===== config.mk =====
export PLATFORM = sky130hd
export DESIGN_NAME = twu_ctrl
export DESIGN_NICKNAME = d
export VERILOG_FILES = /design/src/logic/twu_pkg.sv /design/src/logic/twu_ctrl.sv
export SDC_FILE = /design/constraint.sdc
export NUM_CORES = 1
export LEC_CHECK = 0
export CAP_MARGIN = 5
export CORE_ASPECT_RATIO = 0.6
export CORE_MARGIN = 4
export CORE_UTILIZATION = 40
export DETAILED_ROUTE_END_ITERATION = 10
export DONT_BUFFER_PORTS = 1
export RECOVER_POWER = 50
export SLEW_MARGIN = 20
export SYNTH_ARGS = -nofsm -noshare
export SYNTH_HDL_FRONTEND = slang
export SYNTH_SLANG_ARGS = --single-unit

===== constraint.sdc =====
create_clock -name sys_clk_i -period 4 [get_ports sys_clk_i]
set_clock_uncertainty 0.05 [all_clocks]
set_input_delay 0.8 -clock sys_clk_i [delete_from_list [all_inputs] [get_ports sys_clk_i]]
set_output_delay 0.8 -clock sys_clk_i [all_outputs]
set_load 0.05 [all_outputs]

===== src/logic/twu_pkg.sv =====
// Purpose: shared constants and types for the two-wire unit
// Assumes: 8-bit register port, 200 MHz system clock
// Notes: status codes are valid with the prescaler bits masked
package twu_pkg;
    // register offsets on the plain port
    localparam logic [3:0] OFS_CTRL = 4'h0;
    localparam logic [3:0] OFS_STATUS = 4'h1;
    localparam logic [3:0] OFS_DATA = 4'h2;
    localparam logic [3:0] OFS_IRQ_STAT = 4'h3;
    localparam logic [3:0] OFS_IRQ_CLR = 4'h4;
    localparam logic [3:0] OFS_IRQ_EN = 4'h5;
    localparam logic [3:0] OFS_MODE = 4'h6;

    // control register layout
    typedef struct packed {
        logic flag;
        logic ack_en;
        logic start;
        logic stop;
        logic wcol;
        logic en;
        logic [1:0] rsvd;
    } twu_ctrl_t;
    localparam twu_ctrl_t CTRL_RST = 8'h00;

    // status codes, prescaler bits zero
    localparam logic [7:0] MASK_CODE = 8'hF8;
    localparam logic [7:0] C_START = 8'h08;
    localparam logic [7:0] C_RSTART = 8'h10;
    localparam logic [7:0] C_ADDR_ACK = 8'h18;
    localparam logic [7:0] C_ADDR_NACK = 8'h20;
    localparam logic [7:0] C_BYTE_ACK = 8'h28;
    localparam logic [7:0] C_BYTE_NACK = 8'h30;
    localparam logic [7:0] C_ARB_LOST = 8'h38;
    localparam logic [7:0] C_RADDR_ACK = 8'h40;
    localparam logic [7:0] C_RADDR_NACK = 8'h48;
    localparam logic [7:0] C_RX_ACK = 8'h50;
    localparam logic [7:0] C_RX_NACK = 8'h58;
    localparam logic [7:0] C_IDLE = 8'hF8;

    // sticky event bits
    localparam int EV_BYTE = 0;
    localparam int EV_ARB = 1;
    localparam int EV_WCOL = 2;
    localparam int EV_STOP = 3;
    localparam int EV_W = 4;

    // bus timing: bit period, quarter count at prescaler 0, four times longer per step
    localparam int CLK_PERIOD_NS = 5;
    localparam int BIT_PERIOD_NS = 160;
    localparam int QTR_CYCLES = (BIT_PERIOD_NS / 4) / CLK_PERIOD_NS;
    localparam int DIV_W = 10;

    // operating modes
    typedef enum logic [4:0] {
        MODE_NONE = 5'b00001,
        MODE_MASTER_SEND = 5'b00010,
        MODE_MASTER_RECEIVE = 5'b00100,
        MODE_SLAVE_SEND = 5'b01000,
        MODE_SLAVE_RECEIVE = 5'b10000
    } twu_mode_t;

    // byte engine states
    typedef enum logic [5:0] {
        ST_IDLE = 6'b000001,
        ST_START = 6'b000010,
        ST_BIT = 6'b000100,
        ST_ACK = 6'b001000,
        ST_WAIT = 6'b010000,
        ST_STOP = 6'b100000
    } twu_state_t;
endpackage


===== src/logic/twu_ctrl.sv =====
// Purpose: byte-level master engine of the two-wire unit
// Assumes: open-drain scl/sda, pins sampled by sys_clk_i
// Notes: slave modes are only named in the mode type, never entered here
//
// Design decisions made here: the plain strobed port and the register offsets.
`timescale 1ns/100ps

module twu_ctrl (
    input wire logic sys_clk_i,
    input wire logic resetn_i,
    input wire logic [3:0] reg_addr_i,
    input wire logic [7:0] reg_wdata_i,
    input wire logic reg_we_i,
    input wire logic reg_re_i,
    output logic [7:0] reg_rdata_o,
    output logic irq_o,
    input wire logic scl_i,
    output logic scl_o,
    output logic scl_oe_o,
    input wire logic sda_i,
    output logic sda_o,
    output logic sda_oe_o
);
    // quarter length for a prescaler setting
    function automatic logic [twu_pkg::DIV_W-1:0] qlen(input logic [1:0] p);
        qlen = twu_pkg::DIV_W'(twu_pkg::QTR_CYCLES) << {p, 1'b0};
    endfunction

    twu_pkg::twu_ctrl_t ctrl_q;
    twu_pkg::twu_state_t st_q, st_d;
    twu_pkg::twu_mode_t mode_q, mode_d;
    logic [1:0] presc_q;
    logic [7:0] data_q, code_q, code_d, sh_q, sh_d, rd_q;
    logic [2:0] bit_q, bit_d;
    logic [1:0] qt_q, qt_d;
    logic [twu_pkg::DIV_W-1:0] div_q;
    logic scl_m, scl_s, sda_m, sda_s, sda_p, busy_q;
    logic scl_oe_q, scl_oe_d, sda_oe_q, sda_oe_d;
    logic rx_q, rx_d, adr_q, adr_d, ack_q, ack_d, rst_q, rst_d;
    logic hw_flag, arb, stop_done, rx_we;
    logic [twu_pkg::EV_W-1:0] ev_q, ev_en_q, ev_set;

    // register decode
    wire wr_ctrl = reg_we_i && reg_addr_i == twu_pkg::OFS_CTRL;
    wire wr_stat = reg_we_i && reg_addr_i == twu_pkg::OFS_STATUS;
    wire wr_data = reg_we_i && reg_addr_i == twu_pkg::OFS_DATA;
    wire wr_clr = reg_we_i && reg_addr_i == twu_pkg::OFS_IRQ_CLR;
    wire wr_en = reg_we_i && reg_addr_i == twu_pkg::OFS_IRQ_EN;
    wire twu_pkg::twu_ctrl_t wctl = reg_wdata_i;
    wire wcol = wr_data && !ctrl_q.flag;
    wire tx = adr_q || !rx_q;
    wire tick = div_q == qlen(presc_q) - 1'b1;
    // quarter 2 waits for scl really high, so a slow peer can stretch
    wire adv = tick && !(qt_q == 2'h2 && !scl_s);

    // read mux, status shows code with prescaler in low bits
    wire [7:0] stat_rd = {code_q[7:3], 1'b0, presc_q};
    wire [7:0] rd_mux =
        reg_addr_i == twu_pkg::OFS_CTRL ? ctrl_q :
        reg_addr_i == twu_pkg::OFS_STATUS ? stat_rd :
        reg_addr_i == twu_pkg::OFS_DATA ? data_q :
        reg_addr_i == twu_pkg::OFS_IRQ_STAT ? 8'(ev_q) :
        reg_addr_i == twu_pkg::OFS_IRQ_EN ? 8'(ev_en_q) :
        reg_addr_i == twu_pkg::OFS_MODE ? 8'(mode_q) : 8'h00;

    // two-flop pin synchronisers, third flop for edge of sda
    always_ff @(posedge sys_clk_i or negedge resetn_i) begin
        if (!resetn_i) begin
            {scl_m, scl_s, sda_m, sda_s, sda_p} <= 5'h1F;
        end else begin
            {scl_m, scl_s} <= {scl_i, scl_m};
            {sda_m, sda_s, sda_p} <= {sda_i, sda_m, sda_s};
        end
    end

    // bus busy between a start and a stop seen on the wires
    always_ff @(posedge sys_clk_i or negedge resetn_i) begin
        if (!resetn_i) begin
            busy_q <= 1'b0;
        end else if (scl_s && sda_p && !sda_s) begin
            busy_q <= 1'b1;
        end else if (scl_s && !sda_p && sda_s) begin
            busy_q <= 1'b0;
        end
    end

    // quarter-bit divider, restarts on every state change
    always_ff @(posedge sys_clk_i or negedge resetn_i) begin
        if (!resetn_i) begin
            div_q <= '0;
        end else if (tick || st_d != st_q || st_q == twu_pkg::ST_WAIT) begin
            div_q <= '0;
        end else begin
            div_q <= div_q + 1'b1;
        end
    end

    // byte engine
    always_comb begin
        st_d = st_q;
        qt_d = adv ? qt_q + 1'b1 : qt_q;
        bit_d = bit_q;
        sh_d = sh_q;
        scl_oe_d = scl_oe_q;
        sda_oe_d = sda_oe_q;
        code_d = code_q;
        rx_d = rx_q;
        adr_d = adr_q;
        ack_d = ack_q;
        rst_d = rst_q;
        mode_d = mode_q;
        hw_flag = 1'b0;
        arb = 1'b0;
        stop_done = 1'b0;
        rx_we = 1'b0;
        case (st_q)
            twu_pkg::ST_IDLE: begin
                scl_oe_d = 1'b0;
                sda_oe_d = 1'b0;
                qt_d = 2'h0;
                if (ctrl_q.en && ctrl_q.start && !ctrl_q.flag && !busy_q) begin
                    st_d = twu_pkg::ST_START;
                end
            end
            twu_pkg::ST_START: begin
                if (adv) begin
                    case (qt_q)
                        2'h0: sda_oe_d = 1'b0;
                        2'h1: scl_oe_d = 1'b0;
                        2'h2: sda_oe_d = 1'b1;
                        default: begin
                            scl_oe_d = 1'b1;
                            hw_flag = 1'b1;
                            code_d = rst_q ? twu_pkg::C_RSTART : twu_pkg::C_START;
                            rst_d = 1'b1;
                            adr_d = 1'b1;
                            st_d = twu_pkg::ST_WAIT;
                        end
                    endcase
                end
            end
            // held here with scl low until software clears the flag
            twu_pkg::ST_WAIT: begin
                qt_d = 2'h0;
                if (!ctrl_q.flag) begin
                    if (ctrl_q.stop) begin
                        st_d = twu_pkg::ST_STOP;
                    end else if (ctrl_q.start) begin
                        st_d = twu_pkg::ST_START;
                    end else begin
                        st_d = twu_pkg::ST_BIT;
                        bit_d = 3'h7;
                        sh_d = tx ? data_q : 8'h00;
                    end
                end
            end
            twu_pkg::ST_BIT: begin
                if (adv) begin
                    case (qt_q)
                        2'h0: sda_oe_d = tx && !sh_q[7];
                        2'h1: scl_oe_d = 1'b0;
                        2'h2: begin
                            sh_d = {sh_q[6:0], sda_s};
                            if (adr_q && bit_q == 3'h0) begin
                                rx_d = sh_q[7];
                                mode_d = sh_q[7] ? twu_pkg::MODE_MASTER_RECEIVE
                                                 : twu_pkg::MODE_MASTER_SEND;
                            end
                            // released a one but wire is low: another master won
                            if (tx && sh_q[7] && !sda_s) begin
                                arb = 1'b1;
                                hw_flag = 1'b1;
                                code_d = twu_pkg::C_ARB_LOST;
                                sda_oe_d = 1'b0;
                                rst_d = 1'b0;
                                mode_d = twu_pkg::MODE_NONE;
                                st_d = twu_pkg::ST_IDLE;
                            end
                        end
                        default: begin
                            scl_oe_d = 1'b1;
                            bit_d = bit_q - 1'b1;
                            if (bit_q == 3'h0) begin
                                st_d = twu_pkg::ST_ACK;
                            end
                        end
                    endcase
                end
            end
            twu_pkg::ST_ACK: begin
                if (adv) begin
                    case (qt_q)
                        2'h0: sda_oe_d = !tx && ctrl_q.ack_en;
                        2'h1: scl_oe_d = 1'b0;
                        2'h2: ack_d = !sda_s;
                        default: begin
                            scl_oe_d = 1'b1;
                            hw_flag = 1'b1;
                            rx_we = !tx;
                            adr_d = 1'b0;
                            st_d = twu_pkg::ST_WAIT;
                            if (adr_q && !rx_q) begin
                                code_d = ack_q ? twu_pkg::C_ADDR_ACK
                                               : twu_pkg::C_ADDR_NACK;
                            end else if (adr_q) begin
                                code_d = ack_q ? twu_pkg::C_RADDR_ACK : twu_pkg::C_RADDR_NACK;
                            end else if (!rx_q) begin
                                code_d = ack_q ? twu_pkg::C_BYTE_ACK
                                               : twu_pkg::C_BYTE_NACK;
                            end else begin
                                code_d = ack_q ? twu_pkg::C_RX_ACK : twu_pkg::C_RX_NACK;
                            end
                        end
                    endcase
                end
            end
            twu_pkg::ST_STOP: begin
                if (adv) begin
                    case (qt_q)
                        2'h0: sda_oe_d = 1'b1;
                        2'h1: scl_oe_d = 1'b0;
                        2'h2: sda_oe_d = 1'b1;
                        default: begin
                            sda_oe_d = 1'b0;
                            stop_done = 1'b1;
                            code_d = twu_pkg::C_IDLE;
                            rst_d = 1'b0;
                            mode_d = twu_pkg::MODE_NONE;
                            st_d = ctrl_q.start ? twu_pkg::ST_START : twu_pkg::ST_IDLE;
                        end
                    endcase
                end
            end
            default: st_d = twu_pkg::ST_IDLE;
        endcase
        // disabling the unit drops the wires at once
        if (!ctrl_q.en) begin
            st_d = twu_pkg::ST_IDLE;
            scl_oe_d = 1'b0;
            sda_oe_d = 1'b0;
            rst_d = 1'b0;
            mode_d = twu_pkg::MODE_NONE;
        end
    end

    // engine registers
    always_ff @(posedge sys_clk_i or negedge resetn_i) begin
        if (!resetn_i) begin
            st_q <= twu_pkg::ST_IDLE;
            mode_q <= twu_pkg::MODE_NONE;
            {qt_q, bit_q, sh_q} <= 13'h0000;
            {scl_oe_q, sda_oe_q, rx_q, adr_q, ack_q, rst_q} <= 6'h00;
            code_q <= twu_pkg::C_IDLE;
        end else begin
            st_q <= st_d;
            mode_q <= mode_d;
            {qt_q, bit_q, sh_q} <= {qt_d, bit_d, sh_d};
            {scl_oe_q, sda_oe_q} <= {scl_oe_d, sda_oe_d};
            {rx_q, adr_q, ack_q, rst_q} <= {rx_d, adr_d, ack_d, rst_d};
            code_q <= code_d;
        end
    end

    // control register: flag is write-one-to-clear, hardware set wins
    always_ff @(posedge sys_clk_i or negedge resetn_i) begin
        if (!resetn_i) begin
            ctrl_q <= twu_pkg::CTRL_RST;
        end else begin
            if (wr_ctrl) begin
                {ctrl_q.ack_en, ctrl_q.start, ctrl_q.en} <= {wctl.ack_en, wctl.start, wctl.en};
            end
            ctrl_q.flag <= hw_flag || (ctrl_q.flag && !(wr_ctrl && wctl.flag));
            ctrl_q.wcol <= wcol || (ctrl_q.wcol && !(wr_ctrl && wctl.wcol));
            ctrl_q.stop <= (wr_ctrl && wctl.stop) || (ctrl_q.stop && !stop_done);
            ctrl_q.rsvd <= 2'h0;
        end
    end

    // data, prescaler; data writes only land while the flag is set
    always_ff @(posedge sys_clk_i or negedge resetn_i) begin
        if (!resetn_i) begin
            data_q <= 8'hFF;
            presc_q <= 2'h0;
        end else begin
            if (rx_we) begin
                data_q <= sh_q;
            end else if (wr_data && ctrl_q.flag) begin
                data_q <= reg_wdata_i;
            end
            if (wr_stat) begin
                presc_q <= reg_wdata_i[1:0];
            end
        end
    end

    // sticky events, set wins over clear
    assign ev_set = {stop_done, wcol, arb, hw_flag};
    always_ff @(posedge sys_clk_i or negedge resetn_i) begin
        if (!resetn_i) begin
            ev_q <= '0;
            ev_en_q <= '0;
        end else begin
            ev_q <= ev_set | (ev_q & ~(wr_clr ? reg_wdata_i[twu_pkg::EV_W-1:0] : '0));
            if (wr_en) begin
                ev_en_q <= reg_wdata_i[twu_pkg::EV_W-1:0];
            end
        end
    end

    // read data stands only in the cycle after the strobe
    always_ff @(posedge sys_clk_i or negedge resetn_i) begin
        if (!resetn_i) begin
            rd_q <= 8'h00;
        end else begin
            rd_q <= reg_re_i ? rd_mux : 8'h00;
        end
    end

    assign reg_rdata_o = rd_q;
    assign irq_o = |(ev_q & ev_en_q);
    // open drain: only ever pull low
    assign scl_o = 1'b0;
    assign sda_o = 1'b0;
    assign scl_oe_o = scl_oe_q;
    assign sda_oe_o = sda_oe_q;
endmodule


**Word-level counts from Yosys, hierarchy flattened**

Index checks and enable logic that the tools add are counted.

- Add/subtract/negate cells: 4
- Equality and inequality tests: 50
- Shift operators: 1
- Mux-type cells: 107
- Bitwise logic cells: 4
- Reductions and logical operators: 72

Operators by type and width:

| operator | number |
|---|---|
| $mux W8 | 21 |
| $mux W6 | 12 |
| $mux W5 | 12 |
| $ne A3 B3 Y1 const B | 12 |
| $pmux W8 S4 | 1 |
| $mux W1 | 30 |
| $pmux W6 S5 | 1 |
| $logic_and A1 B1 Y1 | 28 |
| $ne A2 B2 Y1 const B | 13 |
| $mux W3 | 7 |
| $mux W7 | 3 |
| $reduce_and A10 Y1 | 2 |
| $reduce_and A6 Y1 | 3 |
| $ne A4 B4 Y1 const B | 4 |
| $pmux W8 S2 | 1 |
| $eq A4 B3 Y1 const B | 3 |
| $logic_not A1 Y1 | 12 |
| $mux W4 | 3 |
| $pmux W1 S2 | 6 |
| $pmux W6 S2 | 1 |
| $add A10 B1 Y10 const B | 1 |
| $eq A10 B10 Y1 | 1 |
| $mux W10 | 1 |
| $pmux W5 S2 | 1 |
| other kinds (40) | 59 |

- Flip-flop bits (word level): 86
- Input port bits: 18
- Output and inout bits: 13
- Logic and storage cells: 268

**Longest topological paths before layout**

Gate-level depths: netlist of the first run.

- Depth after elaboration: 13
- Depth in mapped cells: 9
- Gate-level depth less buffers: 8

**Worst setup path before layout of the first run**

No wires, ideal clock.

- Path type: flip-flop to flip-flop
- Start point: reg presc_q[0]
- End point: reg div_q[1] (netlist name)
- Library setup time: 0.101 ns
- Arrival: 2.643 ns
- Data required time: 3.849 ns
- Slack: 1.206 ns
- Cell stages (with the launch flop): 10
- Path buffers: 1
- Period minus slack after synthesis: 2.794 ns
- Path through: dfrtp_1 or2_2 ha_1 xnor2_1 a2111oi_4 a21oi_1 a211oi_1 a2111o_1 buf_2 nor4_1

- Word-level cells in the longest chain between the ends: 11
- Elaborated cells between the ends (all ways): 13
- Classes of those cells: 1 x add/sub; 2 x eq/ne; 1 x shift; 6 x mux; 3 x reduce/logical

RTL lines:

| what | line | RTL |
|---|---|---|
| from (decl) | twu_ctrl.sv:32 | `logic [1:0] presc_q;` |
| from (signal assigned) | twu_ctrl.sv:291 | `presc_q <= reg_wdata_i[1:0];` |
| $shl A4 B3 Y10 * | twu_ctrl.sv:26 | `qlen = twu_pkg::DIV_W'(twu_pkg::QTR_CYCLES) << {p, 1'b0};` |
| $sub A10 B1 Y10 * | twu_ctrl.sv:52 | `wire tick = div_q == qlen(presc_q) - 1'b1;` |
| $eq A10 B10 Y1 * | twu_ctrl.sv:52 |  |
| $logic_and A1 B1 Y1 | twu_ctrl.sv:54 | `wire adv = tick && !(qt_q == 2'h2 && !scl_s);` |
| $mux W6 (on tied branches) | twu_ctrl.sv:218, twu_ctrl.sv:158, twu_ctrl.sv:191 |  |
| $pmux W6 S5 | twu_ctrl.sv:116 | `case (st_q)` |
| $mux W6 | twu_ctrl.sv:237 | `if (!ctrl_q.en) begin` |
| $ne A6 B6 Y1 | twu_ctrl.sv:91 | `end else if (tick \|\| st_d != st_q \|\| st_q == twu_pkg::ST_WAIT) begin` |
| $logic_or A1 B1 Y1 * (2 in a row) | twu_ctrl.sv:91 |  |
| $mux W10 * | twu_ctrl.sv:91 |  |
| to (signal assigned) | twu_ctrl.sv:94 | `div_q <= div_q + 1'b1;` |
| to (decl) | twu_ctrl.sv:36 | `logic [twu_pkg::DIV_W-1:0] div_q;` |

Every way passes the cells marked *; elsewhere a longest branch is shown, timed or not.
A chain may end at the register's enable or synchronous reset.

**Final worst setup path of the first run**

- Start point: reg presc_q[0]
- End point: reg div_q[4] (netlist name)

Same word-level chain as after synthesis.

==> impl_results.html, run 1 <==
<table>
<tr><th>Metric</th><th>Value</th></tr>
<tr><th colspan="2">Status</th></tr>
<tr><td>Status</td><td>finished, final reports clean</td></tr>
<tr><th colspan="2">STA</th></tr>
<tr><td>Headroom to the max-slew limit</td><td>0.4443</td></tr>
<tr><td>Hold violation count in the final report</td><td>0</td></tr>
<tr><td>Total negative slack for setup checks</td><td>0 ns</td></tr>
<tr><td>Time the final worst path needs with I/O delays and setup</td><td>3.228 ns</td></tr>
<tr><td>Transition time of the tightest slew-check pin</td><td>0.8286 ns</td></tr>
<tr><td>Share of the clock period used by the worst path</td><td>0.8071</td></tr>
<tr><td>Peak clock frequency supported by timing</td><td>309.8 MHz</td></tr>
<tr><td>Post-route worst setup slack</td><td>0.7716 ns</td></tr>
<tr><td>Number of max-slew violations in the final report</td><td>0</td></tr>
<tr><td>Number of failing setup endpoints in the final timing report</td><td>0</td></tr>
<tr><td>RSZ-0062 raised after global routing</td><td>no</td></tr>
<tr><th colspan="2">Critical path</th></tr>
<tr><td>Capturing element type of the critical path</td><td>register</td></tr>
<tr><td>Start-to-end type of the worst setup path</td><td>register to register</td></tr>
<tr><td>Family with the most delay on the worst path</td><td>compound AO/OA/AOI/OAI gates</td></tr>
<tr><td>Required arrival time at the worst endpoint</td><td>4.17 ns</td></tr>
<tr><td>Critical path's largest stage delay</td><td>0.52 ns</td></tr>
<tr><td>Slowest cell on the critical path</td><td>sky130_fd_sc_hd__a2111o_1</td></tr>
<tr><td>Crit path buf inv count</td><td>0</td></tr>
<tr><td>Sort of element at the start of the critical path</td><td>register</td></tr>
<tr><td>Data arrival time at the worst-slack endpoint</td><td>3.40 ns</td></tr>
<tr><td>Largest driver fanout on the critical path</td><td>10</td></tr>
<tr><td>Cells traversed along the worst timing path</td><td>or2_2, ha_1, xnor2_1, a2111oi_4, a21oi_1, a211oi_1, a2111o_1, nor4_1</td></tr>
<tr><td>Worst reg2reg setup slack</td><td>0.77 ns</td></tr>
<tr><th colspan="2">Layout</th></tr>
<tr><td>Final core area utilization</td><td>0.4521</td></tr>
<tr><td>Area grow syn2layout</td><td>9.893%</td></tr>
<tr><td>Flip-flop and latch area</td><td>2052 um^2</td></tr>
<tr><td>Fill cell total of the finished layout</td><td>1088</td></tr>
<tr><td>Number of nets in the finished design</td><td>528</td></tr>
<tr><td>ANT cells</td><td>0</td></tr>
<tr><td>Share of final-layout standard cells stronger than drive strength 1</td><td>0.1423</td></tr>
<tr><td>Area taken by multi-input logic gates</td><td>2440 um^2</td></tr>
<tr><th colspan="2">Clock network</th></tr>
<tr><td>Number of buffers between clock root and the deepest sink</td><td>2</td></tr>
<tr><td>Count of cells resized by post-cts repair</td><td>0</td></tr>
<tr><td>TritonCTS Buffers</td><td>9</td></tr>
<tr><td>CTS Root Buffer Type</td><td>sky130_fd_sc_hd__clkbuf_16</td></tr>
<tr><td>Clock latency on the worst-skew pair</td><td>0.34 ns</td></tr>
<tr><td>Total of hold buffers inserted after clock tree synthesis</td><td>0</td></tr>
<tr><td>Sink Count</td><td>81</td></tr>
<tr><td>Post-CTS Repair Setup Buffers</td><td>0</td></tr>
<tr><td>TritonCTS clock tree</td><td>yes</td></tr>
<tr><td>H-tree levels</td><td>3</td></tr>
<tr><td>Register clock-pin slew on the reported worst setup and hold paths</td><td>0.07 ns</td></tr>
<tr><th colspan="2">Logic synthesis</th></tr>
<tr><td>Post-synthesis sequential area ratio</td><td>0.4385</td></tr>
<tr><td>Fraction of post-synthesis cell area in the top cell type by area</td><td>0.3262</td></tr>
<tr><td>Syn. warnings</td><td>0</td></tr>
<tr><td>Synthesized cell area</td><td>4679 um^2</td></tr>
<tr><td>Most repeated cell in the gate-level netlist after synthesis</td><td>sky130_fd_sc_hd__dfrtp_1</td></tr>
<tr><td>Mean instance size in the synthesized netlist</td><td>9.140 um^2</td></tr>
<tr><td>Share of synthesized flip-flops with an asynchronous set or reset</td><td>1.000</td></tr>
<tr><td>Number of flops mapped to enable cells by yosys</td><td>0</td></tr>
<tr><td>Library cell with the largest summed area after synthesis</td><td>sky130_fd_sc_hd__dfrtp_1</td></tr>
<tr><td>List of most frequent post-synthesis cells</td><td>61 x sky130_fd_sc_hd__dfrtp_1, 55 x sky130_fd_sc_hd__nor2_1, 50 x sky130_fd_sc_hd__nand2_1</td></tr>
<tr><td>Synthesized instance count</td><td>512</td></tr>
<tr><td>Cells taking the most area after synthesis</td><td>sky130_fd_sc_hd__dfrtp_1 33%, sky130_fd_sc_hd__dfstp_2 11%, sky130_fd_sc_hd__mux2i_1 4.5%</td></tr>
<tr><td>Most frequently used flop master after synthesis</td><td>sky130_fd_sc_hd__dfrtp_1</td></tr>
<tr><td>Post-synth cell types</td><td>59</td></tr>
<tr><td>Flip-flop and latch count after synthesis</td><td>81</td></tr>
<tr><th colspan="2">Routing</th></tr>
<tr><td>Antenna-violating nets left</td><td>0</td></tr>
<tr><td>Number of vias per cell</td><td>5.884</td></tr>
<tr><td>Total wire length</td><td>12830 um</td></tr>
<tr><td>1st-pass router iterations</td><td>5</td></tr>
<tr><td>Average wire per cell in the routed design</td><td>19.26 um</td></tr>
<tr><td>Detailed router's first-iteration violation count</td><td>390</td></tr>
<tr><td>Post-detailed-route DRC marker count</td><td>0</td></tr>
<tr><td>Count of vias placed by the detailed router</td><td>3919</td></tr>
<tr><th colspan="2">Floorplanning</th></tr>
<tr><td>Horiz. Die Dim</td><td>147.6 um</td></tr>
<tr><td>Height of the chip</td><td>91.78 um</td></tr>
<tr><td>Effective utilization at floorplan</td><td>0.4114</td></tr>
<tr><td>Number of top-level pins</td><td>31</td></tr>
<tr><td>Total Die Area</td><td>13550 um^2</td></tr>
<tr><td>Core area</td><td>11370 um^2</td></tr>
<tr><td>Row Count</td><td>30</td></tr>
<tr><th colspan="2">Global routing</th></tr>
<tr><td>Overflow left after global routing</td><td>0</td></tr>
<tr><td>Number of global-route vias before repair</td><td>3621</td></tr>
<tr><td>GRT Util Overall</td><td>0.1951</td></tr>
<tr><td>Antenna violations before repair</td><td>0</td></tr>
<tr><td>Wire length of the first global-routing pass</td><td>20650 um</td></tr>
<tr><td>Largest net degree at the start of global routing</td><td>82</td></tr>
<tr><th colspan="2">Power and ir drop</th></tr>
<tr><td>Max IR drop VDD</td><td>0.2001 mV</td></tr>
<tr><td>Power Dens Cells</td><td>461.0 nW/um^2</td></tr>
<tr><td>Reported leakage power</td><td>2.051 nW</td></tr>
<tr><th colspan="2">Hold path</th></tr>
<tr><td>Type of the tightest min-delay check</td><td>input port to async pin</td></tr>
<tr><th colspan="2">Placement</th></tr>
<tr><td>Setup Slack @ Placement</td><td>0.8164 ns</td></tr>
<tr><td>Number of buffers inserted by port buffering</td><td>0</td></tr>
<tr><td>Global placement routability congestion</td><td>0.9220</td></tr>
<tr><td>Sum of net half-perimeters after detailed placement</td><td>9292 um</td></tr>
<tr><th colspan="2">Flow run</th></tr>
<tr><td>Number of maximum-capacitance violations</td><td>0</td></tr>
</table>
-- cells in the final DEF, fill, tap and decap left out, drive strengths merged, types with 3 or more instances in the layout --
master	instances
nand3b	4
a21boi	3
and3	15
a2111oi	4
o21ai	35
nand2	51
a211oi	7
ha	9
nand2b	11
or4	9
buf	8
nor3	15
a31oi	7
nor2	55
clkbuf	9
mux2i	21
mux2	16
xnor2	11
a221oi	3
nor2b	6
o21a	3
nand3	14
a21oi	34
or2	3
nand4	4
inv	20
dfrtp	61
a22oi	5
xor2	5
o211ai	3
dfstp	20
nor4	8
-- routing by layer --
| metal | part of all wire | track usage |
|---|---|---|
| met5 | 0 | 0 |
| met4 | 0.010 | 0.04419 |
| met3 | 0.10 | 0.05333 |
| met2 | 0.38 | 0.2566 |
| met1 | 0.50 | 0.3103 |
-- kinds of logic (layout without fill, tap and decap cells) --
family                   Yosys count  in the layout  synth area share
multiplexers                      37             37           0.08342
other                              1              2         0.0008014
buffers and inverters             48             41           0.04091
AO/OA/AOI/OAI                    117            117            0.1626
flip-flops                        81             81            0.4385
adder cells (fa/ha/maj)            9              9           0.02406
XOR/XNOR                          16             16           0.02995
AND/OR/NAND/NOR                  203            203            0.2198
-- flip-flops by register name, summed over array words and instances, names as in the netlist, 2 cells and up --
register and cells:
presc_q 2, div_q 10, data_q 8, st_q 6, code_q 5, qt_q 2, bit_q 3, reg_rdata_o 8
ev_en_q 4, mode_q 3, ctrl_q 6, ev_q 4, sh_q 8
-- final timing paths --
kind                                             start                       end  depth (start not counted)
worst max-delay path            presc_q[0]$_DFFE_PN0P_        div_q[4]$_DFF_PN0_                          8
worst min-delay path                          resetn_i  reg_rdata_o[3]$_DFF_PN0_                          0
worst max register to register  presc_q[0]$_DFFE_PN0P_        div_q[4]$_DFF_PN0_                          8
worst min register to register         scl_m$_DFF_PN1_           scl_s$_DFF_PN1_                          0
max in group asynchronous                     resetn_i           scl_m$_DFF_PN1_                          0
min in group sys_clk_i                 scl_m$_DFF_PN1_           scl_s$_DFF_PN1_                          0
-- power breakdown --
group	internal (mW)	switching, mW	leakage [nW]
Clock	0.553	0.351	0.153
Sequential	0.940	0.143	1.02
Combinational	0.174	0.210	0.883
-- final cells by class --
cell class,instances,share of cell area
sequential,81,0.3990
tap,160,0.03893
timing repair buffer,8,0.01168
multi-input combinational,384,0.4745
inverter,17,0.01241
clock buffer,9,0.04380
clock inverter,7,0.01971
-- metrics by stage --
step	cell area [um^2]	hold WS, ns	power [mW]	instances
after floorplan	4683	0.2952	1.366	513
after global placement	4816	0.2983	1.460	650
after detailed placement	4816	0.2985	1.472	650
after global routing	5142	0.08062	2.495	666
final	5142	0.09695	2.370	666
after CTS	5142	0.08846	2.386	666
No activity file was read; power rests on OpenSTA's default activity.
==> inputs of run 2 (changes only) <==
--- a/config.mk
+++ b/config.mk
@@ -5,6 +5,7 @@
 export SDC_FILE = /design/constraint.sdc
 export NUM_CORES = 1
 export LEC_CHECK = 0
+export ABC_AREA = 1
 export CAP_MARGIN = 5
 export CORE_ASPECT_RATIO = 0.6
 export CORE_MARGIN = 4
==> constraint.sdc (replaced) <==
create_clock -name sys_clk_i -period 3.1 [get_ports sys_clk_i]
set_clock_uncertainty 0.05 [all_clocks]
set_input_delay 0.62 -clock sys_clk_i [delete_from_list [all_inputs] [get_ports sys_clk_i]]
set_output_delay 0.62 -clock sys_clk_i [all_outputs]
set_load 0.05 [all_outputs]
==> run 2 against run 1 <==
Compared with the run above:
- the run now ends with capacitance limit, slew limit left
- largest cell class is now registers
- hold slack worse by 0.014 ns
- register-to-register slack worse by 0.32 ns
- clock power is 18% higher
==> impl_results.html, run 2 <==
<table>
<tr><th>Metric</th><th>Value</th></tr>
<tr><th colspan="2">Layout</th></tr>
<tr><td>Register with the most flip-flops</td><td>div_q</td></tr>
<tr><td>Commonest non-fill, non-tap cells in the layout</td><td>112 x sky130_fd_sc_hd__nand2_1, 85 x sky130_fd_sc_hd__inv_1, 61 x sky130_fd_sc_hd__dfrtp_1</td></tr>
<tr><td>Post-layout instance area</td><td>4905 um^2 (-4.6%)</td></tr>
<tr><td>Leading cell type in the layout, fill and taps excluded</td><td>sky130_fd_sc_hd__nand2_1</td></tr>
<tr><td>Area grow syn2layout</td><td>10.02%</td></tr>
<tr><td>Flip-flop count of the largest register, all copies and words added</td><td>10 (unchanged)</td></tr>
<tr><td>Number of nets in the finished design</td><td>597 (+13%)</td></tr>
<tr><td>ANT cells</td><td>0 (unchanged)</td></tr>
<tr><td>Share of final-layout standard cells stronger than drive strength 1</td><td>0.1130 (-0.02925)</td></tr>
<tr><th colspan="2">STA</th></tr>
<tr><td>Number of max-slew violations in the final report</td><td>62 (+62)</td></tr>
<tr><td>Hold violation count in the final report</td><td>0 (unchanged)</td></tr>
<tr><td>Time the final worst path needs with I/O delays and setup</td><td>2.650 ns (-0.5780 ns)</td></tr>
<tr><td>Number of failing setup endpoints in the final timing report</td><td>0 (unchanged)</td></tr>
<tr><td>Headroom to the max-slew limit</td><td>-0.03724 (-0.4815)</td></tr>
<tr><td>Hold slack final</td><td>0.08259 ns (-0.01436 ns)</td></tr>
<tr><td>Transition time of the tightest slew-check pin</td><td>1.556 ns (+0.7273 ns)</td></tr>
<tr><td>RSZ-0062 raised after global routing</td><td>no</td></tr>
<tr><td>Share of the clock period used by the worst path</td><td>0.8550 (+0.04787)</td></tr>
<tr><td>Peak clock frequency supported by timing</td><td>377.3 MHz (+22%)</td></tr>
<tr><td>Total negative slack for setup checks</td><td>0 ns (unchanged)</td></tr>
<tr><th colspan="2">Logic synthesis</th></tr>
<tr><td>Mean instance size in the synthesized netlist</td><td>7.890 um^2 (-14%)</td></tr>
<tr><td>Syn. warnings</td><td>0 (unchanged)</td></tr>
<tr><td>Fraction of post-synthesis cell area in the top cell type by area</td><td>0.3424 (+0.01620)</td></tr>
<tr><td>Library cell with the largest summed area after synthesis</td><td>sky130_fd_sc_hd__dfrtp_1</td></tr>
<tr><td>Flip-flop and latch count after synthesis</td><td>81 (unchanged)</td></tr>
<tr><td>Most frequently used flop master after synthesis</td><td>sky130_fd_sc_hd__dfrtp_1</td></tr>
<tr><td>Cells taking the most area after synthesis</td><td>sky130_fd_sc_hd__dfrtp_1 34%, sky130_fd_sc_hd__dfstp_2 12%, sky130_fd_sc_hd__nand2_1 9.4%</td></tr>
<tr><td>Post-synth cell types</td><td>47 (-20%)</td></tr>
<tr><td>Synthesized cell area</td><td>4458 um^2 (-4.7%)</td></tr>
<tr><td>Synthesized instance count</td><td>565 (+10%)</td></tr>
<tr><td>Most repeated cell in the gate-level netlist after synthesis</td><td>sky130_fd_sc_hd__nand2_1</td></tr>
<tr><td>Post-synthesis sequential area ratio</td><td>0.4603 (+0.02178)</td></tr>
<tr><td>List of most frequent post-synthesis cells</td><td>112 x sky130_fd_sc_hd__nand2_1, 85 x sky130_fd_sc_hd__inv_1, 61 x sky130_fd_sc_hd__dfrtp_1</td></tr>
<tr><td>Number of flops mapped to enable cells by yosys</td><td>0 (unchanged)</td></tr>
<tr><td>Share of synthesized flip-flops with an asynchronous set or reset</td><td>1.000 (unchanged)</td></tr>
<tr><th colspan="2">Clock network</th></tr>
<tr><td>Clock latency on the worst-skew pair</td><td>0.34 ns (about the same)</td></tr>
<tr><td>CTS Root Buffer Type</td><td>sky130_fd_sc_hd__clkbuf_16</td></tr>
<tr><td>TritonCTS Buffers</td><td>9 (unchanged)</td></tr>
<tr><td>Number of buffers between clock root and the deepest sink</td><td>2 (unchanged)</td></tr>
<tr><td>H-tree levels</td><td>3 (unchanged)</td></tr>
<tr><td>TritonCTS clock tree</td><td>yes</td></tr>
<tr><td>Register clock-pin slew on the reported worst setup and hold paths</td><td>0.06 ns (about the same)</td></tr>
<tr><td>Count of cells resized by post-cts repair</td><td>0 (unchanged)</td></tr>
<tr><td>Sink Count</td><td>81 (unchanged)</td></tr>
<tr><td>Post-CTS Repair Setup Buffers</td><td>0 (unchanged)</td></tr>
<tr><th colspan="2">Critical path</th></tr>
<tr><td>CP startpoint</td><td>presc_q[1]$_DFFE_PN0P_</td></tr>
<tr><td>R2R cell count</td><td>13 (+5)</td></tr>
<tr><td>Capturing element type of the critical path</td><td>register</td></tr>
<tr><td>Worst reg2reg startpoint</td><td>presc_q[1]$_DFFE_PN0P_</td></tr>
<tr><td>Required arrival time at the worst endpoint</td><td>3.28 ns (-0.89 ns)</td></tr>
<tr><td>Data arrival time at the worst-slack endpoint</td><td>2.83 ns (-0.57 ns)</td></tr>
<tr><td>Sort of element at the start of the critical path</td><td>register</td></tr>
<tr><td>Start-to-end type of the worst setup path</td><td>register to register</td></tr>
<tr><td>Largest driver fanout on the critical path</td><td>18 (+8)</td></tr>
<tr><th colspan="2">Global routing</th></tr>
<tr><td>GRT Util Overall</td><td>0.1943 (-0.0007705)</td></tr>
<tr><td>Wire length of the first global-routing pass</td><td>19700 um (-4.6%)</td></tr>
<tr><td>Largest net degree at the start of global routing</td><td>62 (-24%)</td></tr>
<tr><td>Number of global-route vias before repair</td><td>3490 (-3.6%)</td></tr>
<tr><td>Antenna violations before repair</td><td>0 (unchanged)</td></tr>
<tr><td>Overflow left after global routing</td><td>0 (unchanged)</td></tr>
<tr><th colspan="2">Floorplanning</th></tr>
<tr><td>Horiz. Die Dim</td><td>144.3 um (-2.3%)</td></tr>
<tr><td>Total Die Area</td><td>12950 um^2 (-4.4%)</td></tr>
<tr><td>Number of top-level pins</td><td>31 (unchanged)</td></tr>
<tr><td>Core area</td><td>10700 um^2 (-5.9%)</td></tr>
<tr><td>Height of the chip</td><td>89.78 um (-2.2%)</td></tr>
<tr><td>Row Count</td><td>29 (-3.3%)</td></tr>
<tr><td>Effective utilization at floorplan</td><td>0.4165 (+0.005040)</td></tr>
<tr><th colspan="2">Power and ir drop</th></tr>
<tr><td>Power Dens Cells</td><td>592.9 nW/um^2 (+29%)</td></tr>
<tr><td>Reported leakage power</td><td>2.323 nW (+13%)</td></tr>
<tr><td>Max IR drop VDD</td><td>0.3008 mV (+50%)</td></tr>
<tr><th colspan="2">Placement</th></tr>
<tr><td>Sum of net half-perimeters after detailed placement</td><td>9264 um (-0.31%)</td></tr>
<tr><td>Global placement routability congestion</td><td>0.9197 (-0.25%)</td></tr>
<tr><td>Number of buffers inserted by port buffering</td><td>0 (unchanged)</td></tr>
<tr><td>Placed standard-cell area</td><td>4601 um^2 (-4.5%)</td></tr>
<tr><th colspan="2">Routing</th></tr>
<tr><td>Count of vias placed by the detailed router</td><td>3879 (-1.0%)</td></tr>
<tr><td>Post-detailed-route DRC marker count</td><td>0 (unchanged)</td></tr>
<tr><td>Number of vias per cell</td><td>5.433 (-7.7%)</td></tr>
<tr><td>Antenna-violating nets left</td><td>0 (unchanged)</td></tr>
<tr><td>Detailed router's first-iteration violation count</td><td>412 (+5.6%)</td></tr>
<tr><td>Total wire length</td><td>12150 um (-5.3%)</td></tr>
<tr><td>1st-pass router iterations</td><td>6 (+1)</td></tr>
<tr><td>Average wire per cell in the routed design</td><td>17.02 um (-12%)</td></tr>
<tr><th colspan="2">Hold path</th></tr>
<tr><td>Type of the tightest min-delay check</td><td>input port to async pin</td></tr>
<tr><th colspan="2">Status</th></tr>
<tr><td>Violations in the final reports</td><td>capacitance limit, slew limit</td></tr>
<tr><td>Status</td><td>complete, but fails checks</td></tr>
<tr><th colspan="2">Flow run</th></tr>
<tr><td>Number of maximum-capacitance violations</td><td>1 (+1)</td></tr>
</table>
run 2: cell count changes after synthesis, sizes merged, moves of 14 or more:
cell	change
and3	-14
nand3	+32
inv	+74
o21ai	+24
mux2	-14
clkbuf	-17
mux2i	-21
nand2	+64
run 2: stage by stage:
stage	power, mW	util	cells	setup slack (ns)
2_1_floorplan	1.708	-	566	0.9417
3_3_place_gp	1.825	0.4298	697	0.5510
3_5_place_dp	1.836	0.4298	697	0.4991
4_1_cts	2.942	0.4603	714	0.4880
5_1_grt	3.067	0.4582	714	0.1954
6_report	2.908	0.4582	714	0.4496
run 2: critical path: stages, from the launching register on:
cell                       delay (ns)
sky130_fd_sc_hd__dfrtp_1         0.41
sky130_fd_sc_hd__inv_1           0.10
sky130_fd_sc_hd__nand2_1         0.09
sky130_fd_sc_hd__ha_1            0.31
sky130_fd_sc_hd__inv_1           0.06
sky130_fd_sc_hd__nand2_1         0.04
sky130_fd_sc_hd__nand2_1         0.05
sky130_fd_sc_hd__nand3_1         0.10
sky130_fd_sc_hd__nor2_4          0.20
sky130_fd_sc_hd__nand3_2         0.17
sky130_fd_sc_hd__inv_2           0.11
sky130_fd_sc_hd__nand2_1         0.33
sky130_fd_sc_hd__nand2_1         0.37
sky130_fd_sc_hd__o221ai_1        0.17
run 2: cells by family (layout without fill, tap and decap cells):
kind of cell	count (synthesis)	after routing	share of synthesized area
adder cells (fa/ha/maj)	9	9	0.02526
other	1	2	0.0008412
AO/OA/AOI/OAI	117	117	0.1583
AND/OR/NAND/NOR	243	243	0.2425
flip-flops	81	81	0.4603
buffers and inverters	104	113	0.09205
XOR/XNOR	8	8	0.01572
multiplexers	2	2	0.005052
run 2: worst paths after layout:
| check | end | slack [ns] |
|---|---|---|
| max reg2reg | data_q[6]$_DFFE_PN1P_ | 0.45 |
| min | code_q[3]$_DFFE_PN1P_ | 0.08 |
| max in group asynchronous | sh_q[2]$_DFFE_PN0P_ | 1.44 |
| min in group sys_clk_i | sda_m$_DFF_PN1_ | 0.23 |
| max | data_q[6]$_DFFE_PN1P_ | 0.45 |
| min reg2reg | scl_s$_DFF_PN1_ | 0.31 |
run 2: where the power goes:
part	leakage (nW)	switching, mW	total [mW]	internal [mW]
clock	0.147	0.418	1.07	0.649
sequential	1.02	0.133	1.35	1.22
combinational	1.16	0.316	0.487	0.171
run 2: layout make-up:
class	count	area, um^2
Timing Repair Buffer	5	35.03
Multi-Input combinational cell	381	1999
Sequential cell	81	2052
Fill cell	1064	5799
Tap cell	139	173.9
Clock inverter	4	52.55
Clock buffer	12	246.5
Inverter	92	345.3
run 2: repair_timing:
action	CTS	global route
hold buffers	1	0
endpoints found under the hold margin	61	0
endpoints found under the setup margin	0	0
run 2: per-layer routing:
metal | part of all wire | wire length, um | up-vias | GRT usage
li1 | - | - | 1872 | -
met1 | 0.53 | 6466 | 1858 | 0.3412
met2 | 0.37 | 4473 | 138 | 0.2296
met3 | 0.090 | 1096 | 11 | 0.04878
met4 | 0.0096 | 117 | 0 | 0.03494
met5 | 0 | 0 | - | 0
==> inputs of run 3 (changes only) <==
--- a/config.mk
+++ b/config.mk
@@ -7,7 +7,7 @@
 export LEC_CHECK = 0
 export ABC_AREA = 1
 export CAP_MARGIN = 5
-export CORE_ASPECT_RATIO = 0.6
+export CORE_ASPECT_RATIO = 0.8
 export CORE_MARGIN = 4
 export CORE_UTILIZATION = 40
 export DETAILED_ROUTE_END_ITERATION = 10
==> run 3 against run 2 <==
Compared with the run above:
- the run still ends with capacitance limit, slew limit left
- routed wire length is 1.8% lower
- die area shrank 0.35%
- maximum frequency grew 0.56%
- critical path type unchanged
==> impl_results.html, run 3 (synthesis results as in run 2) <==
<table>
<tr><th>Metric</th><th>Value</th></tr>
<tr><th colspan="2">Clock network</th></tr>
<tr><td>H-tree levels</td><td>3 (unchanged)</td></tr>
<tr><td>CTS Root Buffer Type</td><td>sky130_fd_sc_hd__clkbuf_16</td></tr>
<tr><td>Sink Count</td><td>81 (unchanged)</td></tr>
<tr><td>Clock latency on the worst-skew pair</td><td>0.33 ns (about the same)</td></tr>
<tr><td>Post-CTS Repair Setup Buffers</td><td>0 (unchanged)</td></tr>
<tr><td>Register clock-pin slew on the reported worst setup and hold paths</td><td>0.07 ns (about the same)</td></tr>
<tr><td>Number of buffers between clock root and the deepest sink</td><td>2 (unchanged)</td></tr>
<tr><td>TritonCTS Buffers</td><td>9 (unchanged)</td></tr>
<tr><td>TritonCTS clock tree</td><td>yes</td></tr>
<tr><th colspan="2">Layout</th></tr>
<tr><td>Register with the most flip-flops</td><td>div_q</td></tr>
<tr><td>Leading cell type in the layout, fill and taps excluded</td><td>sky130_fd_sc_hd__nand2_1</td></tr>
<tr><td>Number of nets in the finished design</td><td>596 (-0.17%)</td></tr>
<tr><td>Share of final-layout standard cells stronger than drive strength 1</td><td>0.1132 (+0.0001969)</td></tr>
<tr><td>Commonest non-fill, non-tap cells in the layout</td><td>112 x sky130_fd_sc_hd__nand2_1, 85 x sky130_fd_sc_hd__inv_1, 61 x sky130_fd_sc_hd__dfrtp_1</td></tr>
<tr><td>Flip-flop count of the largest register, all copies and words added</td><td>10 (unchanged)</td></tr>
<tr><td>Post-layout instance area</td><td>4921 um^2 (+0.33%)</td></tr>
<tr><td>Area grow syn2layout</td><td>10.38%</td></tr>
<tr><td>ANT cells</td><td>0 (unchanged)</td></tr>
<tr><th colspan="2">Critical path</th></tr>
<tr><td>R2R cell count</td><td>13 (unchanged)</td></tr>
<tr><td>Worst reg2reg setup slack</td><td>0.46 ns (about the same)</td></tr>
<tr><td>Largest driver fanout on the critical path</td><td>18 (unchanged)</td></tr>
<tr><td>Start-to-end type of the worst setup path</td><td>register to register</td></tr>
<tr><td>Sort of element at the start of the critical path</td><td>register</td></tr>
<tr><td>RR Endpoint</td><td>data_q[0]$_DFFE_PN1P_</td></tr>
<tr><td>Worst reg2reg startpoint</td><td>presc_q[1]$_DFFE_PN0P_</td></tr>
<tr><td>Capturing element type of the critical path</td><td>register</td></tr>
<tr><td>Data arrival time at the worst-slack endpoint</td><td>2.82 ns (about the same)</td></tr>
<tr><td>Required arrival time at the worst endpoint</td><td>3.28 ns (about the same)</td></tr>
<tr><th colspan="2">Placement</th></tr>
<tr><td>Setup Slack @ Placement</td><td>0.4785 ns (-0.02064 ns)</td></tr>
<tr><td>Sum of net half-perimeters after detailed placement</td><td>8746 um (-5.6%)</td></tr>
<tr><td>Global placement routability congestion</td><td>0.9381 (+2.0%)</td></tr>
<tr><td>Placed standard-cell area</td><td>4599 um^2 (about the same)</td></tr>
<tr><td>Number of buffers inserted by port buffering</td><td>0 (unchanged)</td></tr>
<tr><th colspan="2">Global routing</th></tr>
<tr><td>Antenna violations before repair</td><td>0 (unchanged)</td></tr>
<tr><td>GRT Util Overall</td><td>0.1930 (-0.001320)</td></tr>
<tr><td>Overflow left after global routing</td><td>0 (unchanged)</td></tr>
<tr><td>Wire length of the first global-routing pass</td><td>19820 um (+0.59%)</td></tr>
<tr><td>Largest net degree at the start of global routing</td><td>62 (unchanged)</td></tr>
<tr><td>Number of global-route vias before repair</td><td>3813 (+9.3%)</td></tr>
<tr><th colspan="2">STA</th></tr>
<tr><td>Headroom to the max-slew limit</td><td>-0.05243 (-0.01518)</td></tr>
<tr><td>Number of max-slew violations in the final report</td><td>62 (unchanged)</td></tr>
<tr><td>Peak clock frequency supported by timing</td><td>379.4 MHz (+0.56%)</td></tr>
<tr><td>Transition time of the tightest slew-check pin</td><td>1.579 ns (+0.02277 ns)</td></tr>
<tr><td>Hold violation count in the final report</td><td>0 (unchanged)</td></tr>
<tr><td>Post-route worst setup slack</td><td>0.4642 ns (+0.01464 ns)</td></tr>
<tr><td>Number of failing setup endpoints in the final timing report</td><td>0 (unchanged)</td></tr>
<tr><td>Share of the clock period used by the worst path</td><td>0.8502 (-0.004721)</td></tr>
<tr><td>Total negative slack for setup checks</td><td>0 ns (unchanged)</td></tr>
<tr><td>Time the final worst path needs with I/O delays and setup</td><td>2.636 ns (-0.01464 ns)</td></tr>
<tr><td>RSZ-0062 raised after global routing</td><td>no</td></tr>
<tr><th colspan="2">Routing</th></tr>
<tr><td>Number of vias per cell</td><td>5.418 (-0.28%)</td></tr>
<tr><td>Antenna-violating nets left</td><td>0 (unchanged)</td></tr>
<tr><td>Average wire per cell in the routed design</td><td>16.63 um (-2.3%)</td></tr>
<tr><td>Count of vias placed by the detailed router</td><td>3890 (+0.28%)</td></tr>
<tr><td>1st-pass router iterations</td><td>5 (-1)</td></tr>
<tr><td>Post-detailed-route DRC marker count</td><td>0 (unchanged)</td></tr>
<tr><td>Total wire length</td><td>11940 um (-1.8%)</td></tr>
<tr><td>Detailed router's first-iteration violation count</td><td>451 (+9.5%)</td></tr>
<tr><th colspan="2">Status</th></tr>
<tr><td>Status</td><td>complete, but fails checks</td></tr>
<tr><td>Violations in the final reports</td><td>capacitance limit, slew limit</td></tr>
<tr><th colspan="2">Floorplanning</th></tr>
<tr><td>Height of the chip</td><td>102.4 um (+14%)</td></tr>
<tr><td>Number of top-level pins</td><td>31 (unchanged)</td></tr>
<tr><td>Effective utilization at floorplan</td><td>0.4094 (-0.007130)</td></tr>
<tr><td>Core area</td><td>10890 um^2 (+1.7%)</td></tr>
<tr><td>Total Die Area</td><td>12910 um^2 (-0.35%)</td></tr>
<tr><td>Row Count</td><td>34 (+17%)</td></tr>
<tr><td>Horiz. Die Dim</td><td>126.0 um (-13%)</td></tr>
<tr><th colspan="2">Flow run</th></tr>
<tr><td>Number of maximum-capacitance violations</td><td>1 (unchanged)</td></tr>
<tr><th colspan="2">Hold path</th></tr>
<tr><td>Type of the tightest min-delay check</td><td>input port to async pin</td></tr>
<tr><th colspan="2">Power and ir drop</th></tr>
<tr><td>Reported leakage power</td><td>2.328 nW (+0.22%)</td></tr>
<tr><td>Max IR drop VDD</td><td>0.2878 mV (-4.3%)</td></tr>
<tr><td>Power Dens Cells</td><td>605.3 nW/um^2 (+2.1%)</td></tr>
</table>
-- run 3: cell type report --
| cell class | instances | area, um^2 |
|---|---|---|
| inverter | 92 | 345.3 |
| tap | 144 | 180.2 |
| fill | 1086 | 5969 |
| clock buffer | 9 | 225.2 |
| sequential | 81 | 2052 |
| timing repair buffer | 4 | 27.53 |
| multi-input combinational | 381 | 1999 |
| clock inverter | 7 | 91.34 |
-- run 3: report_power, final --
part | switching [mW] | internal [mW]
sequential | 0.133 | 1.22
clock | 0.441 | 0.706
combinational | 0.308 | 0.171
-- run 3: through the flow --
stage                     utilization  hold WS, ns  power (mW)  std cells
after floorplan                     -       0.2744       1.708        566
after global placement         0.4223       0.2784       1.820        701
after detailed placement       0.4223       0.2775       1.829        701
after CTS                      0.4539      0.06757       3.002        718
after global routing           0.4519      0.06057       3.148        718
final                          0.4519      0.08685       2.979        718
-- run 3: routing by layer --
metal  part of all wire  track usage
met1               0.49       0.2899
met2               0.43       0.2783
met3              0.083      0.05486
met4             0.0054      0.03875
met5                  0            0
-- run 3: what timing repair did --
action                                  in CTS  in global routing
resized for setup                            0                  0
hold endpoints to repair                    61                  0
hold buffers                                 1                  0
endpoints found under the setup margin       0                  0
-- run 3: how the worst max path moves through the flow --
| stage | startpoint | to | slack (ns) | cells after the start |
|---|---|---|---|---|
| floorplan | presc_q[1]$_DFFE_PN0P_ | code_q[4]$_DFFE_PN1P_ | 0.94 | 16 |
| global placement | presc_q[1]$_DFFE_PN0P_ | data_q[1]$_DFFE_PN1P_ | 0.51 | 13 |
| detailed placement | presc_q[1]$_DFFE_PN0P_ | data_q[0]$_DFFE_PN1P_ | 0.48 | 13 |
| CTS | presc_q[1]$_DFFE_PN0P_ | data_q[0]$_DFFE_PN1P_ | 0.47 | 13 |
| global route | presc_q[1]$_DFFE_PN0P_ | data_q[0]$_DFFE_PN1P_ | 0.17 | 13 |
| finish | presc_q[1]$_DFFE_PN0P_ | data_q[0]$_DFFE_PN1P_ | 0.46 | 13 |
-- run 3: critical path: stages, from the launching register on --
cell and delay (ns):
sky130_fd_sc_hd__dfrtp_1 0.41, sky130_fd_sc_hd__inv_1 0.10, sky130_fd_sc_hd__nand2_1 0.08, sky130_fd_sc_hd__ha_1 0.30
sky130_fd_sc_hd__inv_1 0.05, sky130_fd_sc_hd__nand2_1 0.04, sky130_fd_sc_hd__nand2_1 0.05, sky130_fd_sc_hd__nand3_1 0.10
sky130_fd_sc_hd__nor2_4 0.17, sky130_fd_sc_hd__nand3_2 0.16, sky130_fd_sc_hd__inv_2 0.11, sky130_fd_sc_hd__nand2_1 0.36
sky130_fd_sc_hd__nand2_1 0.37, sky130_fd_sc_hd__o221ai_1 0.16
